### config.mk
export PLATFORM = sky130hd
export DESIGN_NAME = pab_backend
export DESIGN_NICKNAME = d
export VERILOG_FILES = /design/src/hw/pab_pkg.sv /design/src/hw/pab_backend.sv /design/src/hw/pab_fifo.sv
export SDC_FILE = /design/constraint.sdc
export NUM_CORES = 1
export LEC_CHECK = 0
export BUFFER_PORTS_ARGS = -buffer_cell sky130_fd_sc_hd__buf_2
export CORE_MARGIN = 1.5
export CORE_UTILIZATION = 65
export CTS_CLUSTER_SIZE = 24
export DETAILED_ROUTE_END_ITERATION = 10
export HOLD_SLACK_MARGIN = 0.06
export PLACE_DENSITY = 0.84
export SLEW_MARGIN = 25
export SYNTH_ARGS = -nofsm -noshare
export SYNTH_HDL_FRONTEND = slang
export SYNTH_SLANG_ARGS = --single-unit
### constraint.sdc
create_clock -name clk -period 7.15 [get_ports clk]
set_clock_uncertainty 0.2 [all_clocks]
set_input_delay 1.43 -clock clk [delete_from_list [all_inputs] [get_ports clk]]
set_output_delay 1.43 -clock clk [all_outputs]
set_load 0.005 [all_outputs]
### src/hw/pab_pkg.sv
package pab_pkg;

    // ------------------------------------------------------------
    // Converter geometry
    // ------------------------------------------------------------
    localparam int unsigned STAGE_BITS = 4;
    localparam int unsigned NUM_FULL_STAGES = 4;
    localparam int unsigned NUM_STAGES = 5;
    localparam int unsigned RAW_BITS = 20;
    localparam int unsigned OUT_BITS = 14;
    localparam int unsigned LATENCY_CYCLES = 4;
    localparam int unsigned FIFO_DEPTH_DEF = 32;

    // Each full stage resolves three bits; weight step between stages.
    localparam int unsigned STAGE_STEP = 3;
    localparam int unsigned LAST_SHIFT = 0;

    localparam logic [OUT_BITS-1:0] CODE_POS_FS = 14'h1fff;
    localparam logic [OUT_BITS-1:0] CODE_NEG_FS = 14'h2000;
    localparam logic [OUT_BITS-1:0] MSB_FLIP = 14'h2000;

    // ------------------------------------------------------------
    // Types
    // ------------------------------------------------------------
    typedef logic [STAGE_BITS-1:0] pab_stage_word_t;

    typedef struct packed {
        pab_stage_word_t [NUM_STAGES-1:0] word;
    } pab_stage_set_t;

    typedef enum logic [0:0] {
        PAB_PH_SAMPLE = 1'b0,
        PAB_PH_HOLD = 1'b1
    } pab_phase_t;

endpackage : pab_pkg

### src/hw/pab_backend.sv
`timescale 1ns/100ps
module pab_backend #(
    parameter int unsigned FIFO_DEPTH = pab_pkg::FIFO_DEPTH_DEF
) (
    input wire logic clk,
    input wire logic srst,
    input wire pab_pkg::pab_stage_set_t stage_in,
    output logic sample_phase,
    output logic hold_phase,
    output logic [pab_pkg::NUM_STAGES-1:0] stage_clk,
    output logic [pab_pkg::OUT_BITS-1:0] out_word,
    output logic out_valid,
    input wire logic out_ready,
    output logic [pab_pkg::OUT_BITS-1:0] fifo_word,
    output logic overflow
);
    import pab_pkg::*;

    // ------------------------------------------------------------
    // Phase generation
    // ------------------------------------------------------------
    // The master clock edge defines both phases; phase outputs are
    // registered from one toggle register and switch on the same edge, so
    // outside reset they are complementary and leave no gap between them.
    pab_phase_t phase_reg;

    always_ff @(posedge clk) begin
        if (srst) begin
            phase_reg <= PAB_PH_SAMPLE;
        end else begin
            phase_reg <= (phase_reg == PAB_PH_SAMPLE) ? PAB_PH_HOLD : PAB_PH_SAMPLE;
        end
    end

    always_ff @(posedge clk) begin
        if (srst) begin
            sample_phase <= 1'b0;
            hold_phase <= 1'b0;
        end else begin
            sample_phase <= (phase_reg == PAB_PH_HOLD);
            hold_phase <= (phase_reg == PAB_PH_SAMPLE);
        end
    end

    // Alternate stages run in opposite phase, so outside reset neighbours
    // always do the opposite job.
    genvar gs;
    generate
        for (gs = 0; gs < NUM_STAGES; gs++) begin : g_stage_clk
            if (gs % 2 == 0) begin : g_even
                assign stage_clk[gs] = sample_phase;
            end else begin : g_odd
                assign stage_clk[gs] = hold_phase;
            end
        end
    endgenerate

    // ------------------------------------------------------------
    // Sample capture
    // ------------------------------------------------------------
    // Stage words arrive one per clock; all are registered on every clock
    // edge whatever the phase, i.e. stage k is taken k cycles after S/H.
    pab_stage_set_t cap_reg;

    always_ff @(posedge clk) begin
        if (srst) begin
            cap_reg <= '0;
        end else begin
            cap_reg <= stage_in;
        end
    end

    // ------------------------------------------------------------
    // Alignment delay line
    // ------------------------------------------------------------
    // Stage k's word for a sample appears k cycles later than stage 0,
    // so stage k is delayed by (NUM_STAGES-k) cycles to line up.
    pab_stage_word_t dly_reg [NUM_STAGES][NUM_STAGES];
    logic [RAW_BITS-1:0] aligned;

    genvar gk;
    generate
        for (gk = 0; gk < NUM_STAGES; gk++) begin : g_dly
            always_ff @(posedge clk) begin
                if (srst) begin
                    for (int i = 0; i < NUM_STAGES; i++) begin
                        dly_reg[gk][i] <= '0;
                    end
                end else begin
                    dly_reg[gk][0] <= cap_reg.word[gk];
                    for (int i = 1; i < NUM_STAGES; i++) begin
                        dly_reg[gk][i] <= dly_reg[gk][i-1];
                    end
                end
            end
            assign aligned[gk*STAGE_BITS +: STAGE_BITS] = dly_reg[gk][NUM_STAGES-1-gk];
        end
    endgenerate

    // ------------------------------------------------------------
    // Error correction
    // ------------------------------------------------------------
    // Full stages overlap each other by one bit: each full-stage word is
    // added at a 3-bit step (the last word 2 bits lower), so the redundant bit
    // absorbs comparator error from the stage before. Result is then clamped to range.
    function automatic logic [OUT_BITS-1:0] pab_correct(input logic [RAW_BITS-1:0] raw);
        logic [OUT_BITS+1:0] acc;
        acc = '0;
        for (int k = 0; k < NUM_FULL_STAGES; k++) begin
            acc = acc + ((OUT_BITS+2)'(raw[k*STAGE_BITS +: STAGE_BITS])
                << (STAGE_STEP*(NUM_FULL_STAGES-k) - 1));
        end
        acc = acc + (OUT_BITS+2)'(raw[NUM_FULL_STAGES*STAGE_BITS +: STAGE_BITS] >> LAST_SHIFT);
        if (acc[OUT_BITS+1:OUT_BITS] != 2'b00) begin
            // Saturate to the top offset-binary code.
            pab_correct = {OUT_BITS{1'b1}};
        end else begin
            pab_correct = acc[OUT_BITS-1:0];
        end
    endfunction : pab_correct

    // ------------------------------------------------------------
    // Output latch
    // ------------------------------------------------------------
    // Offset binary to two's complement is a flip of the top bit,
    // which maps the extremes onto the documented full-scale codes.
    logic [OUT_BITS-1:0] corrected;
    assign corrected = pab_correct(aligned) ^ MSB_FLIP;

    always_ff @(posedge clk) begin
        if (srst) begin
            out_word <= '0;
        end else begin
            out_word <= corrected;
        end
    end

    // The 4-cycle fill holds back only the first 4 words; the 3 after it still carry reset zeros and are not real samples.
    logic [2:0] fill_reg;
    logic primed;
    assign primed = (fill_reg == 3'(LATENCY_CYCLES));

    always_ff @(posedge clk) begin
        if (srst) begin
            fill_reg <= '0;
        end else if (!primed) begin
            fill_reg <= fill_reg + 3'h1;
        end
    end

    // ------------------------------------------------------------
    // Output buffering
    // ------------------------------------------------------------
    // The converter cannot pause, so a full FIFO drops the word and
    // raises a sticky overflow instead of stalling the pipeline.
    logic fifo_in_ready;

    pab_fifo #(
        .WIDTH(OUT_BITS),
        .DEPTH(FIFO_DEPTH)
    ) u_fifo (
        .clk(clk),
        .srst(srst),
        .in_valid(primed),
        .in_ready(fifo_in_ready),
        .in_data(out_word),
        .out_valid(out_valid),
        .out_ready(out_ready),
        .out_data(fifo_word)
    );

    always_ff @(posedge clk) begin
        if (srst) begin
            overflow <= 1'b0;
        end else if (primed && !fifo_in_ready) begin
            overflow <= 1'b1;
        end
    end

endmodule : pab_backend

### src/hw/pab_fifo.sv
`timescale 1ns/100ps
module pab_fifo #(
    parameter int unsigned WIDTH = 14,
    parameter int unsigned DEPTH = 32
) (
    input wire logic clk,
    input wire logic srst,
    input wire logic in_valid,
    output logic in_ready,
    input wire logic [WIDTH-1:0] in_data,
    output logic out_valid,
    input wire logic out_ready,
    output logic [WIDTH-1:0] out_data
);
    localparam int unsigned AW = $clog2(DEPTH);

    logic [WIDTH-1:0] mem [DEPTH];
    logic [AW-1:0] wr_ptr_reg;
    logic [AW-1:0] rd_ptr_reg;
    logic [AW:0] count_reg;
    logic push;
    logic pop;

    assign in_ready = (count_reg != (AW+1)'(DEPTH));
    assign out_valid = (count_reg != '0);
    assign out_data = mem[rd_ptr_reg];
    assign push = in_valid && in_ready;
    assign pop = out_valid && out_ready;

    always_ff @(posedge clk) begin
        if (push) begin
            mem[wr_ptr_reg] <= in_data;
        end
    end

    always_ff @(posedge clk) begin
        if (srst) begin
            wr_ptr_reg <= '0;
            rd_ptr_reg <= '0;
            count_reg <= '0;
        end else begin
            if (push) begin
                wr_ptr_reg <= (wr_ptr_reg == AW'(DEPTH-1)) ? '0 : wr_ptr_reg + 1'b1;
            end
            if (pop) begin
                rd_ptr_reg <= (rd_ptr_reg == AW'(DEPTH-1)) ? '0 : rd_ptr_reg + 1'b1;
            end
            if (push && !pop) begin
                count_reg <= count_reg + 1'b1;
            end else if (pop && !push) begin
                count_reg <= count_reg - 1'b1;
            end
        end
    end

endmodule : pab_fifo

==> flow_summary.json <==
{
  "antenna_found_initial": 0,
  "synth_top_area_share_pct": 63.20,
  "grt_pass1_wl_mm": 72.72,
  "synth_seq_cells": 569,
  "crit_buf_inv": 2,
  "track_usage_pct": 30.99,
  "start_util_pct": 65.75,
  "ys_types": 45,
  "fin_setup_tns_ps": 0,
  "critPathLaunchType": "flip-flop",
  "cts_buffer_depth": 3,
  "clk_pin_slew_worst_paths_ps": 60,
  "cts_setup_buffers": 0,
  "remaining_drc_errors": 0,
  "clock_latency_ps": 580,
  "switching_share_pct": 23.61,
  "p_per_area_nw_per_um2": 319.6,
  "finalPower_w": 0.007686,
  "ys_seq_area_share_pct": 74.58,
  "cpMostUsedCell": "mux4_2",
  "yosysTopAreaCell": "edfxtp_1",
  "core.rowCount": 66,
  "seq_area_um2": 15890,
  "area_growth_syn_to_layout_pct": 12.98,
  "drv_cap": 0,
  "slew_headroom_pct": 30.39,
  "slowest_stage": "dfxtp_4",
  "criticalPathCategory": "flip-flop to output port",
  "holdBufCountCts": 0,
  "synth_top_cells_by_count": "edfxtp_1 (448), mux4_2 (140), dfxtp_1 (121), nor2b_1 (85), nor2_1 (57)",
  "min_to": "dly_reg[0][0]",
  "drtIter0Drc": 1485,
  "drtAntennaViolNets": 0,
  "critical-path-top-delay-family": "multiplexers",
  "fin_nets": 1199,
  "netlist_area_um2": 21290,
  "routed_wirelength_mm": 50.50,
  "synth_ff_type": "edfxtp_1",
  "core_area_um2": 32370,
  "rsz0062_at_grt": "false",
  "p_comb_share_pct": 13.8,
  "cts_made_buffers": 53,
  "p_leak_nw": 7.942,
  "gr-total-overflow": 0,
  "worst_pin_slew_ps": 1043,
  "yosys-top-cells-area": "edfxtp_1 (63%), mux4_2 (15%), dfxtp_1 (11%)",
  "io_buffers": 59,
  "cts-resized-gates": 0,
  "status": "completed",
  "wl_per_cell_um": 30.78,
  "dp_hpwl_mm": 25.01,
  "h-tree-depth": 2,
  "routed-via-count": 10970,
  "clock-sinks": 569,
  "cts_tree": "yes",
  "via_per_inst": 6.682,
  "die_h_um": 184.0,
  "switching_power_w": 0.001815,
  "worstHoldStart": "dly_reg[0][4]",
  "async_reset_ff_share_pct": 0,
  "min_period_ps": 5254,
  "drive_above_1_share_pct": 29.77,
  "die_w_um": 184.0,
  "synth-edff-count": 448,
  "netlist_instances": 1071,
  "grt_max_degree": 117,
  "hold_viol": 0,
  "required_ps": 5520,
  "seq_power_share_pct": 48.3,
  "finalSetupViolCount": 0,
  "vdd_drop_max_v": 0.0002271,
  "finalCritPeriodShare_pct": 73.48,
  "r2r_slack_ps": 3300,
  "largest_register_ffs": 448,
  "slew_violations": 0,
  "cpPeakStageDelay_ps": 950,
  "syn-num-nets": 1115,
  "hold_depth": 1,
  "reg2reg_to": "u_fifo.count_reg[5]",
  "multi_input_area_um2": 5259,
  "yosysWarnings": 0,
  "die_area_um2": 33840,
  "crit_fanout": 48,
  "gp_congestion": 0.7907,
  "endpoint_kind": "output port",
  "fmax_mhz": 190.3,
  "rr_worst_depth": 10,
  "r2r_start": "u_fifo.count_reg[0]",
  "avgSynthCellArea_um2": 19.87,
  "grt_pass1_vias": 10900,
  "hp-class": "flip-flop to flip-flop",
  "diodes": 0,
  "io-pin-count": 60,
  "drt_pass1_iterations": 5,
  "clkPwrFrac_pct": 37.9,
  "root_buffer": "clkbuf_16",
  "post-synth-top-count-cell": "edfxtp_1",
  "nFillCells": 1732,
  "critical_path.cell_chain": "buf_12 -> mux4_2 -> mux4_2 -> mux2_2 -> buf_2",
  "power.internal_w": 0.005871,
  "crit_arrival_ps": 3620
}
cell type report:
cell class | count | share of cell area [%]
Sequential cell | 569 | 66.07
Inverter | 11 | 0.1717
Clock inverter | 30 | 1.259
Timing Repair Buffer | 85 | 2.118
Tap cell | 442 | 2.300
Multi-Input combinational cell | 435 | 21.87
Clock buffer | 69 | 6.217
power by group through the flow:
stage | logic (W) | registers [W] | clock network (W)
global placement | 0.000984 | 0.00379 | 0
finish | 0.00106 | 0.00372 | 0.00291
detailed placement | 0.00102 | 0.00379 | 0
CTS | 0.00106 | 0.00372 | 0.00293
global route | 0.00112 | 0.00373 | 0.00305
floorplan | 0.000871 | 0.00369 | 0
cell families (layout without fill, tap and decap cells):
group,Yosys count,count (layout),synth area share (%)
muxes,158,158,15.74
and+or+nand+nor,190,190,4.767
DFF,569,569,74.58
buffers and inverters,67,195,1.475
adders and majority gates,21,21,1.305
xor gates and xnor gates,14,14,0.5761
AOI/OAI and AO/OA,52,52,1.552
metal layers:
layer	share of wire [%]	routed length (µm)	track usage, %
met5	0	0	0
met4	4.9	2475	15.54
met3	9.0	4534	5.151
met2	50	25400	51.39
met1	36	18100	40.28
cells in the final DEF, fill, tap and decap left out, types with 17 or more instances in the layout:
| cell | instances |
|---|---|
| buf_4 | 25 |
| ha_1 | 19 |
| nor2b_1 | 85 |
| clkbuf_16 | 57 |
| a21oi_1 | 25 |
| buf_2 | 58 |
| dfxtp_1 | 115 |
| nand2_1 | 17 |
| edfxtp_1 | 448 |
| mux4_2 | 140 |
| nor2_1 | 32 |
| nor2_4 | 20 |
worst reg2reg max path, cell delays in order (launching register included):
cell,delay (ps)
dfxtp_1,350
or4_1,620
o31ai_2,690
ha_1,360
inv_1,150
ha_1,240
or4_1,470
a311o_1,300
o211ai_1,130
xnor2_1,150
nor2_1,50
how the worst max path moves through the flow:
stage          cells after the start  slack, ps       from             to
6_report                           5       1900  flip-flop   fifo_word[6]
5_1_grt                            5       1710  flip-flop   fifo_word[6]
4_1_cts                            5       1840  flip-flop   fifo_word[6]
3_5_place_dp                       5       2480  flip-flop  fifo_word[13]
3_3_place_gp                       5       2470  flip-flop   fifo_word[2]
2_1_floorplan                      5       3480  flip-flop   fifo_word[0]
stage by stage:
step                      hold slack [ps]  setup slack (ps)  area (µm²)  util, %  instances
after global routing                248.2              1711       24050    74.29       1641
final                               232.7              1896       24050    74.29       1641
after detailed placement            220.4              2485       22180    68.53       1542
after global placement              216.6              2470       22140    68.40       1542
after CTS                           232.7              1842       23980    74.08       1641
after floorplan                     210.8              3484       21290        -       1071
No activity file was read; power rests on OpenSTA's default activity.
